### config.mk
export PLATFORM = sky130hd
export DESIGN_NAME = mac_control_options
export DESIGN_NICKNAME = d
export VERILOG_FILES = /design/src/include/mac_ctl_pkg.sv /design/src/rtl/mac_control_options.sv
export SDC_FILE = /design/constraint.sdc
export NUM_CORES = 1
export LEC_CHECK = 0
export BUFFER_PORTS_ARGS = -buffer_cell sky130_fd_sc_hd__buf_2
export CELL_PAD_IN_SITES_DETAIL_PLACEMENT = 0
export CELL_PAD_IN_SITES_GLOBAL_PLACEMENT = 1
export CORE_MARGIN = 2
export CORE_UTILIZATION = 41
export CTS_CLUSTER_SIZE = 40
export DETAILED_ROUTE_END_ITERATION = 12
export GPL_TIMING_DRIVEN = 0
export HOLD_SLACK_MARGIN = 0.08
export PLACE_DENSITY_LB_ADDON = 0.12
export SYNTH_ARGS = -nofsm -noshare
export SYNTH_HDL_FRONTEND = slang
export SYNTH_SLANG_ARGS = --single-unit
export TNS_END_PERCENT = 100
### constraint.sdc
create_clock -name pclk -period 2.28 [get_ports pclk]
set_input_delay 0.57 -clock pclk [delete_from_list [all_inputs] [get_ports pclk]]
set_output_delay 0.57 -clock pclk [all_outputs]
set_load 0.005 [all_outputs]
### src/include/mac_ctl_pkg.sv
// package: register map, field layout and timing of the mac control block
// assumes a 100 MHz pclk and a mac that sees one received byte at a time
package mac_ctl_pkg;
	// register byte offsets
	localparam logic [11:0] OFF_MAC_CTRL  = 12'h000;
	localparam logic [11:0] OFF_MAX_PKT   = 12'h004;
	localparam logic [11:0] OFF_TAG_MASK  = 12'h008;
	localparam logic [11:0] OFF_LOST_CARR = 12'h00C;
	// reset values
	localparam logic [15:0] RST_MAC_CTRL  = 16'h0000;
	localparam logic [15:0] RST_MAX_PKT   = 16'h05EE;
	localparam logic [15:0] RST_TAG_MASK  = 16'hFFFF;
	localparam logic [15:0] MAC_CTRL_MASK = 16'h07FF;
	// control field positions
	localparam int B_DEFER_EN   = 0;
	localparam int B_DEFER_SEL  = 1;
	localparam int B_FULL_DUP   = 5;
	localparam int B_LARGE_PKT  = 6;
	localparam int B_COLL_ONLY  = 7;
	localparam int B_PAUSE_EN   = 8;
	localparam int B_VTAG_EN    = 9;
	localparam int B_TAG_OVS    = 10;
	// upload status word fields
	localparam int S_TOO_LONG   = 13;
	localparam int S_TAG_REJ    = 14;
	localparam int S_PAUSE      = 15;
	// frame sizes in bytes
	localparam logic [12:0] OVS_NORMAL = 13'd1519;
	localparam logic [12:0] OVS_LARGE  = 13'd4495;
	localparam logic [12:0] QTAG_EXTRA = 13'd4;
	localparam logic [12:0] VTAG_LEN   = 13'd4;
	localparam logic [12:0] TYPE_POS   = 13'd12;
	localparam logic [15:0] TYPE_QTAG  = 16'h8100;
	localparam logic [15:0] TYPE_CTRL  = 16'h8808;
	localparam logic [15:0] OPC_PAUSE  = 16'h0001;
	// deference in bit times
	localparam logic [9:0] IFS_BITS = 10'd96;
	localparam logic [15:0][8:0] EXT_BITS = '{
		9'd448, 9'd416, 9'd384, 9'd352, 9'd320, 9'd288, 9'd256, 9'd224,
		9'd192, 9'd160, 9'd128, 9'd96, 9'd64, 9'd32, 9'd16, 9'd0};
	// timing
	localparam int CLK_PERIOD_NS = 10;
	localparam int BIT_NS_10M    = 100;
	localparam int BIT_NS_100M   = 10;
	localparam logic [3:0] BIT_CYC_10M =
		4'((BIT_NS_10M + CLK_PERIOD_NS - 1) / CLK_PERIOD_NS);
	localparam logic [3:0] BIT_CYC_100M =
		4'((BIT_NS_100M + CLK_PERIOD_NS - 1) / CLK_PERIOD_NS);
endpackage : mac_ctl_pkg

### src/rtl/mac_control_options.sv
// mac control register, deference timing, duplex gating, receive checks
// assumes an apb master on pclk and a mac receive path on the same clock;
// carrier sense and line speed come from pins and are synchronised here
`timescale 1ns/1ps
// What this block does
// - codes A..F add 288 to 448 bits
// - codes 0..9 add 0 to 256 bits
// - enable bit lengthens post-transmit deferral
// - enable clear ignores defer time select
// - disabled: standard IFS, scaled to line rate
// - full duplex: no deferring to receive
// - full duplex masks carrier, stops lost-carrier
// - small allowance: oversize at 1519 bytes
// - large allowance: oversize at 4495 bytes
// - size counts addresses, type and FCS
// - collision-only bit selects extension style
// - pause enable acts on PAUSE frames
// - vendor tag clear: plain 802.3 frames
// - vendor tag: four bytes, first two masked
// - allowance clear: over max size flagged
// - allowance set: 802.1Q gets four more
// - oversize reported in upload status word
// - control bits 5 through 10 placed
// - control register clears on reset
module mac_control_options (
	// clock and reset
	input  wire logic        pclk,
	input  wire logic        presetn,
	// apb slave
	input  wire logic        psel,
	input  wire logic        penable,
	input  wire logic        pwrite,
	input  wire logic [11:0] paddr,
	input  wire logic [31:0] pwdata,
	input  wire logic [3:0]  pstrb,
	output logic      [31:0] prdata,
	output logic             pready,
	output logic             pslverr,
	// line pins
	input  wire logic        speed_100_pin,
	input  wire logic        carrier_sense_pin,
	// transmit side
	input  wire logic        tx_end,
	input  wire logic        tx_collided,
	input  wire logic        tx_was_ours,
	input  wire logic        tx_carrier_lost,
	output logic             tx_hold_off,
	// receive side
	input  wire logic        rx_start,
	input  wire logic        rx_byte_valid,
	input  wire logic [7:0]  rx_byte,
	input  wire logic        rx_end,
	output logic      [15:0] upload_status_word,
	output logic             upload_status_valid,
	output logic             pause_seen,
	output logic      [15:0] pause_quanta,
	// configuration seen by the mac
	output logic             full_duplex_enable_a,
	output logic             transmit_reset_cmd,
	output logic             receive_reset_cmd
);
	typedef struct packed {
		logic [15:0] ctrl;
		logic [15:0] max_pkt;
		logic [15:0] tag_mask;
		logic [15:0] lost_carrier_stat;
		logic [31:0] rdata;
		logic        rerr;
		logic [1:0]  spd_sync;
		logic [1:0]  crs_sync;
		logic [3:0]  bit_div;
		logic [9:0]  defer_cnt;
		logic [12:0] byte_cnt;
		logic [7:0]  prev_byte;
		logic [15:0] vendor_tag_field;
		logic        qtagged;
		logic        ctrl_type;
		logic        pause_opc;
		logic [15:0] quanta;
		logic [15:0] status;
		logic        status_vld;
		logic        pause_vld;
		logic [15:0] pause_q;
		logic        dup_changed;
	} state_t;

	state_t st_reg;
	state_t st_next;

	logic        setup;
	logic        wr_ok;
	logic [15:0] wdata16;
	logic        defer_en;
	logic        full_dup;
	logic        extend;
	logic [9:0]  defer_load;
	logic        bit_tick;
	logic [3:0]  bit_cycles;
	logic [12:0] base;
	logic [12:0] size_now;
	logic [12:0] ovs_floor;
	logic [12:0] max_allow;
	logic        too_long;
	logic        tag_reject;
	logic        is_pause;

	assign setup    = psel & ~penable;
	assign wr_ok    = psel & penable & pwrite & ~st_reg.rerr;
	assign defer_en = st_reg.ctrl[mac_ctl_pkg::B_DEFER_EN];
	assign full_dup = st_reg.ctrl[mac_ctl_pkg::B_FULL_DUP];

	always_comb begin
		st_next = st_reg;
		wdata16 = 16'h0000;

		// two-stage synchronisers for pin levels
		st_next.spd_sync = {st_reg.spd_sync[0], speed_100_pin};
		st_next.crs_sync = {st_reg.crs_sync[0], carrier_sense_pin};

		// read data and error are latched in setup, shown in access
		if (setup) begin
			st_next.rerr  = 1'b0;
			st_next.rdata = 32'h0000_0000;
			case (paddr)
				mac_ctl_pkg::OFF_MAC_CTRL:
					st_next.rdata = {16'h0000, st_reg.ctrl};
				mac_ctl_pkg::OFF_MAX_PKT:
					st_next.rdata = {16'h0000, st_reg.max_pkt};
				mac_ctl_pkg::OFF_TAG_MASK:
					st_next.rdata = {16'h0000, st_reg.tag_mask};
				mac_ctl_pkg::OFF_LOST_CARR:
					st_next.rdata = {16'h0000, st_reg.lost_carrier_stat};
				default:
					st_next.rerr = 1'b1;
			endcase
		end

		// byte lanes 0 and 1 carry the 16-bit registers
		st_next.dup_changed = 1'b0;
		if (wr_ok) begin
			wdata16 = st_reg.ctrl;
			case (paddr)
				mac_ctl_pkg::OFF_MAX_PKT:  wdata16 = st_reg.max_pkt;
				mac_ctl_pkg::OFF_TAG_MASK: wdata16 = st_reg.tag_mask;
				mac_ctl_pkg::OFF_LOST_CARR:
					wdata16 = st_reg.lost_carrier_stat;
				default:                   wdata16 = st_reg.ctrl;
			endcase
			if (pstrb[0])
				wdata16[7:0] = pwdata[7:0];
			if (pstrb[1])
				wdata16[15:8] = pwdata[15:8];
			case (paddr)
				mac_ctl_pkg::OFF_MAC_CTRL: begin
					st_next.ctrl = wdata16 & mac_ctl_pkg::MAC_CTRL_MASK;
					st_next.dup_changed =
						wdata16[mac_ctl_pkg::B_FULL_DUP] != full_dup;
				end
				mac_ctl_pkg::OFF_MAX_PKT:   st_next.max_pkt  = wdata16;
				mac_ctl_pkg::OFF_TAG_MASK:  st_next.tag_mask = wdata16;
				mac_ctl_pkg::OFF_LOST_CARR:
					st_next.lost_carrier_stat = wdata16;
				default: st_next.ctrl = st_reg.ctrl;
			endcase
		end

		if (tx_carrier_lost && !full_dup)
			st_next.lost_carrier_stat = st_reg.lost_carrier_stat + 16'h0001;

		// bit time tracks the active line rate
		bit_cycles = st_reg.spd_sync[1] ? mac_ctl_pkg::BIT_CYC_100M
		                                : mac_ctl_pkg::BIT_CYC_10M;
		bit_tick = st_reg.bit_div >= bit_cycles - 4'h1;
		st_next.bit_div = bit_tick ? 4'h0 : st_reg.bit_div + 4'h1;

		// extension after all, or only own collisions
		extend = st_reg.ctrl[mac_ctl_pkg::B_COLL_ONLY]
			? (tx_collided && tx_was_ours) : 1'b1;
		defer_load = mac_ctl_pkg::IFS_BITS;
		if (defer_en && extend)
			defer_load = mac_ctl_pkg::IFS_BITS + {1'b0,
				mac_ctl_pkg::EXT_BITS[st_reg.ctrl[4:1]]};
		// IFS plus any extension, counted in scaled bit times
		if (tx_end)
			st_next.defer_cnt = defer_load;
		else if (bit_tick && st_reg.defer_cnt != 10'd0)
			st_next.defer_cnt = st_reg.defer_cnt - 10'd1;

		// receive path
		base = st_reg.ctrl[mac_ctl_pkg::B_VTAG_EN]
			? mac_ctl_pkg::VTAG_LEN : 13'd0;
		size_now = st_reg.byte_cnt;
		if (rx_start) begin
			st_next.byte_cnt  = 13'd0;
			st_next.qtagged   = 1'b0;
			st_next.ctrl_type = 1'b0;
			st_next.pause_opc = 1'b0;
			st_next.vendor_tag_field = 16'h0000;
		end else if (rx_byte_valid) begin
			// every byte through the FCS counts
			if (st_reg.byte_cnt != 13'h1FFF)
				st_next.byte_cnt = st_reg.byte_cnt + 13'd1;
			st_next.prev_byte = rx_byte;
			if (base != 13'd0 && st_reg.byte_cnt < 13'd2)
				st_next.vendor_tag_field =
					{st_reg.vendor_tag_field[7:0], rx_byte};
			if (st_reg.byte_cnt == base + mac_ctl_pkg::TYPE_POS + 13'd1)
			begin
				st_next.qtagged =
					{st_reg.prev_byte, rx_byte} == mac_ctl_pkg::TYPE_QTAG;
				st_next.ctrl_type =
					{st_reg.prev_byte, rx_byte} == mac_ctl_pkg::TYPE_CTRL;
			end
			if (st_reg.byte_cnt == base + mac_ctl_pkg::TYPE_POS + 13'd3)
				st_next.pause_opc =
					{st_reg.prev_byte, rx_byte} == mac_ctl_pkg::OPC_PAUSE;
			if (st_reg.byte_cnt == base + mac_ctl_pkg::TYPE_POS + 13'd5)
				st_next.quanta = {st_reg.prev_byte, rx_byte};
		end

		ovs_floor = st_reg.ctrl[mac_ctl_pkg::B_LARGE_PKT]
			? mac_ctl_pkg::OVS_LARGE : mac_ctl_pkg::OVS_NORMAL;
		max_allow = st_reg.max_pkt[12:0];
		if (st_reg.ctrl[mac_ctl_pkg::B_TAG_OVS] && st_reg.qtagged)
			max_allow = st_reg.max_pkt[12:0] + mac_ctl_pkg::QTAG_EXTRA;
		too_long = size_now >= ovs_floor || size_now > max_allow;
		tag_reject = st_reg.ctrl[mac_ctl_pkg::B_VTAG_EN] &&
			(st_reg.vendor_tag_field & st_reg.tag_mask) == 16'h0000;
		// pause frames acted on only when enabled
		is_pause = st_reg.ctrl[mac_ctl_pkg::B_PAUSE_EN] &&
			st_reg.ctrl_type && st_reg.pause_opc;

		st_next.status_vld = 1'b0;
		st_next.pause_vld  = 1'b0;
		if (rx_end) begin
			st_next.status = {is_pause, tag_reject, too_long, size_now};
			st_next.status_vld = 1'b1;
			if (is_pause && !tag_reject) begin
				st_next.pause_vld = 1'b1;
				st_next.pause_q   = st_reg.quanta;
			end
		end
	end

	// whole control register zero at reset
	always_ff @(posedge pclk or negedge presetn) begin
		if (!presetn) begin
			st_reg          <= '0;
			st_reg.ctrl     <= mac_ctl_pkg::RST_MAC_CTRL;
			st_reg.max_pkt  <= mac_ctl_pkg::RST_MAX_PKT;
			st_reg.tag_mask <= mac_ctl_pkg::RST_TAG_MASK;
		end else begin
			st_reg <= st_next;
		end
	end

	// zero-wait slave: answer in the first access cycle
	assign pready  = 1'b1;
	assign pslverr = psel & penable & st_reg.rerr;
	assign prdata  = st_reg.rdata;

	// receive carrier ignored in full duplex
	assign tx_hold_off = st_reg.defer_cnt != 10'd0 ||
		(st_reg.crs_sync[1] && !full_dup);

	assign upload_status_word   = st_reg.status;
	assign upload_status_valid  = st_reg.status_vld;
	assign pause_seen           = st_reg.pause_vld;
	assign pause_quanta         = st_reg.pause_q;
	assign full_duplex_enable_a = full_dup;
	// duplex change flagged for the host's resets
	assign transmit_reset_cmd   = st_reg.dup_changed;
	assign receive_reset_cmd    = st_reg.dup_changed;
endmodule : mac_control_options

==> Word-level counts from Yosys, hierarchy flattened <==
Memory sizes are Yosys's and may differ from the RTL's.
Index checks and enable logic that the tools add are counted.
{ "word_totals": {"regBits": 201, "rom_bits": 144, "inputBits": 70, "output_inout_bits": 72, "wordCells": 129, "n_memories": 1} }
{ "memory_table": {"columns": ["memory", "words", "word_bits", "rd", "rd_clocked_by_memory_dff", "write_ports", "line_no", "text"], "rows": [
  ["(no name shown)", 16, 9, 1, 0, 0, "mac_control_options.sv:182", "mac_ctl_pkg::EXT_BITS[st_reg.ctrl[4:1]]};"]
]} }
{ "op_classes": {"addsub": 11, "order_cmp": 5, "n_eq_ne": 11, "mux": 31, "bitwise_logic": 9, "reduce_logical": 39} }
{ "ops": {"columns": ["cell", "n"], "rows": [
  ["two-way mux 16 bit", 5],
  ["case mux 16 bit (4 select lines)", 1],
  ["two-way mux 56 bit", 1],
  ["two-way mux 13 bit", 4],
  ["case mux 16 bit (3 select lines)", 1],
  ["equality test 16 bit, second input constant", 2],
  ["two-way mux 10 bit", 3],
  ["adder 13 x 1 -> 13 bit, second input constant", 2],
  ["equality test 13 bit", 2],
  ["equality test 12 x 4 -> 1 bit, second input constant", 2],
  ["two-way mux 8 bit", 3],
  ["AND reduction 2 bit", 10],
  ["two-way mux 19 bit", 1],
  ["two-way mux 18 bit", 1],
  ["two-way mux 17 bit", 1],
  ["adder 16 x 1 -> 16 bit, second input constant", 1],
  ["bitwise AND 16 bit", 1],
  ["equality test 16 x 1 -> 1 bit, second input constant", 1],
  ["logical NOT 16 bit", 1],
  ["nonzero test 2 bit", 8],
  ["adder 13 x 2 -> 13 bit, second input constant", 1],
  ["adder 13 x 3 -> 13 bit, second input constant", 1],
  ["equality test 13 x 6 -> 1 bit", 1],
  ["greater-or-equal comparator 13 bit", 1],
  ["28 further kinds", 51]
]} }

==> Longest topological paths before layout <==
{ "logic_depth": {"depth_word": 7, "mapped_depth": 10, "ltp_nobuf": 10} }

==> Worst setup path after synthesis <==
No wires, ideal clock.
{ "synth_path": {"path_type": "reg-to-reg", "start": "reg st_reg[176] in the netlist's numbering", "end": "reg st_reg, in the netlist upload_status_word[13]", "setup_ns": 0.143, "arrival_time_ns": 2.184, "required_time_ns": 2.137, "setup_slack_ns": -0.047, "path_stages_with_launch": 11, "n_path_buf": 0, "period_less_slack_ns": 2.327, "cell_sequence": "dfstp_2 -> ha_1 -> nand3_1 -> nor2_1 -> nand3_1 -> xor2_1 -> ha_1 -> a21oi_1 -> a21oi_1 -> a2111oi_0 -> o22ai_1"} }
{ "synth_via": {"elab_chain_len": 4} }
{ "synth_lines": {"columns": ["element", "line_no", "text"], "rows": [
  ["from (decl)", "mac_control_options.sv:87", "state_t st_reg;"],
  ["from (signal assigned)", "mac_control_options.sv:253", "st_reg <= st_next;"],
  ["adder 13 x 3 -> 13 bit", "mac_control_options.sv:225", "max_allow = st_reg.max_pkt[12:0] + mac_ctl_pkg::QTAG_EXTRA;"],
  ["two-way mux 13 bit *", "mac_control_options.sv:224", "if (st_reg.ctrl[mac_ctl_pkg::B_TAG_OVS] && st_reg.qtagged)"],
  ["greater-than comparator 13 bit *", "mac_control_options.sv:226", "too_long = size_now >= ovs_floor || size_now > max_allow;"],
  ["logical OR 1 bit *", "mac_control_options.sv:226", null]
]} }
Every way passes the cells marked *; elsewhere a longest branch is shown, timed or not.
A chain may end at the register's enable or synchronous reset.

==> Worst setup path in the final report <==
{ "layout_path": {"start": "reg st_reg[92] in the netlist's numbering", "end": "out tx_hold_off"} }
{ "layout_via": {"elab_chain_len": 2} }
{ "layout_lines": {"columns": ["element", "line_no", "text"], "rows": [
  ["nonzero test 10 bit", "mac_control_options.sv:263", "assign tx_hold_off = st_reg.defer_cnt != 10'd0 ||"],
  ["logical OR 1 bit", "mac_control_options.sv:263", null],
  ["to (decl)", "mac_control_options.sv:47", "output logic tx_hold_off,"]
]} }
No other way between the ends.

==> results_dict.tcl <==
set metrics [dict create \
    top_usage_layer "met2" \
    gp_congestion 0.8863 \
    synth-adder-area-share 0.03721 \
    synth-main-ff-cell "dfrtp_1" \
    rr_endpoint "upload_status_word[13]" \
    drive_above_1_share 0.3631 \
    first_pass_iters 5 \
    seq_area_frac_synth 0.4619 \
    cts_tree "built" \
    finish.utilization 0.4952 \
    worstPathArrival_ns 1.92 \
    multi_input_area_sq_mm 0.004820 \
    p_comb_frac 0.152 \
    groute.usage.overall 0.2068 \
    fin_crit_sh 1.090 \
    holdWs_ns 0.1875 \
    cts_max_level 4 \
    vdd_drop_max_mv 0.3754 \
    grt_pass1_vias 7377 \
    grt_antenna_before_repair 0 \
    status "finished, violations left" \
    fin_total_pwr_w 0.007882 \
    cap_violations 0 \
    ant_nets 0 \
    violations "setup timing" \
    final-max-slew-violation-count 0 \
    drc 0 \
    max_freq_ghz 0.4023 \
    netlist.top_cell.by_area "dfrtp_1" \
    dpl.hpwl_um 18670 \
    grt_use_met2 0.3336 \
    drtIter0Drc 404 \
    hold_viol_final 0 \
    fin_skew_ns 0.01608 \
    area_growth_pct 19.03 \
    grt_pass1_wl_um 41710 \
    r2r_setup_slack_ns -0.04 \
    rsz0062_at_grt "true" \
    clock_latency_ns 0.44 \
    synth-xor-area-share 0.02518 \
    synth_edf_count 0 \
    fin_area_sq_mm 0.01201 \
    setup_ws_ns -0.2057 \
    routed-via-count 7614 \
    synth_mux_area_frac 0.1152 \
    avgSynthCellArea_sq_um 10.66 \
    crit_fanout 2 \
    synth_area_leaders "dfrtp_1, mux2_2, dfstp_2" \
    syn_inst 946 \
    final_cell_mix "dfrtp_1, buf_2, buf_4, mux2_2, nand2_1" \
    avgRoutedWirePerCell_um 18.03 \
    synth_top_family_by_area "compound AO/OA/AOI/OAI gates" \
    die-area_sq_mm 0.02588 \
    dieHeight_um 160.9 \
    min_period_ns 2.486 \
    instances_no_fill 1442 \
    start_util 0.4160 \
    largest_reg_flops 117 \
    io_pins 142 \
    power_frac_clock 0.379 \
    leakage_nw 5.753 \
    cellPowerDensity_mw_per_mm2 656.4 \
    clockRootBuffer "clkbuf_16" \
    cts_hold_buffers 0 \
    die_w_um 160.9 \
    layout_commonest_cell "dfrtp_1" \
    drt_wl_total_um 25990 \
    syn_area_sq_mm 0.01009 \
    synth-compound-area-share 0.1429 \
    min_path_type "in2async" \
    dp.cells 1390 \
    num_antenna_cells 0 \
    netSwitchingPower_w 0.002352 \
    synth_top_area_share 0.3994 \
    end_kind "output port" \
    nFillCells 2317 \
    coreArea_sq_mm 0.02425 \
    overflow 0 \
    use_met1 0.2884 \
    io_buffers 104 \
    rows 57 \
    worstMarginPinSlew_ns 0.8722 \
    relSlewSlack 0.4185 \
    synthArstFlopShare 1.000 \
    criticalPathCategory "reg2out" \
    finalNetCount 1205 \
    ff_latch_area_sq_mm 0.004661 \
    dpl_cell_area_sq_mm 0.01111 \
    grt_max_degree 111 \
    cts_sinks 185 \
    swShare 0.2984 \
    synth_warnings 0 \
    power_frac_seq 0.470 \
    cts_buffer_depth 2 \
    reg2reg_from "st_reg[176]" \
    viasPerCell 5.280 \
    met3_usage 0.03874 \
    clk_pin_slew_ns 0.08 \
    rr_worst_depth 10 \
    intPower_w 0.005531 \
    cts_buffers 17 \
    synth-simple-area-share 0.1369 \
    required_ns 1.71 \
    setup_viol 2 \
    cp-start-kind "register" \
    ys_types 80 \
    synth_seq_cells 185 \
]
power by group through the flow:
stage	registers [W]	logic (W)	clock network, W
floorplan	0.00369	0.000740	0
global placement	0.00376	0.00106	0
detailed placement	0.00376	0.00108	0
CTS	0.00371	0.00114	0.00307
global route	0.00374	0.00135	0.00320
finish	0.00370	0.00120	0.00298
logic make-up (layout without fill, tap and decap cells):
logic type	after synthesis	count (layout)
xor gates and xnor gates	29	29
muxes	101	101
buffers and inverters	133	290
AOI/OAI and AO/OA	205	205
adders and majority gates	30	30
and+or+nand+nor	261	261
DFF	185	185
other	2	17
what timing repair did:
| item | 4_1_cts | 5_1_grt |
|---|---|---|
| pin swaps | 13 | 8 |
| setup buffers | 16 | 6 |
| setup endpoints to repair | 33 | 50 |
| gates resized for setup | 21 | 14 |
worst max path at each step:
stage                     start                endpoint  slack, ns  cells past startpoint
finish               st_reg[92]             tx_hold_off      -0.21                      6
global placement        presetn        pause_quanta[11]      -2.58                      1
CTS                  st_reg[91]             tx_hold_off      -0.24                      6
detailed placement     paddr[9]             st_reg[170]      -0.58                      6
global route         st_reg[91]             tx_hold_off      -0.34                      6
floorplan           st_reg[176]  upload_status_word[13]       0.02                     10
Yosys cell counts (all sizes together) (6+ instances only):
cell	n
inv	20
dfstp	24
a22oi	13
nand4	15
nor3	15
or2	6
and3	15
mux2i	10
a31oi	10
nand2	70
clkbuf	23
xor2	13
o21ai	55
nor4	13
o31ai	6
o22a	6
ha	30
nand3	32
xnor2	16
a22o	33
dfrtp	161
buf	90
mux2	91
a21o	12
a21oi	27
nor2	52
metrics by stage:
stage | setup WS (ns) | setup TNS (ns)
floorplan | 0.02160 | 0
global placement | -2.580 | -469.39
detailed placement | -0.5833 | -25.92
CTS | -0.2372 | -0.3082
global route | -0.3414 | -0.5282
finish | -0.2057 | -0.2449
cell type report:
cell class              instances  area share
plain buffers                 111     0.06044
flip-flops and latches        185      0.3881
multi-input cells             643      0.4014
well taps                     324     0.03376
repair buffers                127     0.06054
inverters                      20    0.006252
clock inverters                13     0.01261
clock buffers                  19     0.03689
metal layers:
metal / wire length (um) / vias to the layer above
li1: - / 3688
met1: 12170 / 3713
met3: 1164 / 23
met4: 430 / 0
met2: 12230 / 190
met5: 0 / -
worst max-delay path, cell delays in order, from the launching register on:
cell and delay (ns):
dfrtp_1 0.38, inv_1 0.06, ha_2 0.18, nor3b_4 0.19, nand3b_1 0.11, or4_1 0.41
buf_2 0.14
No activity file was read; power rests on OpenSTA's default activity.
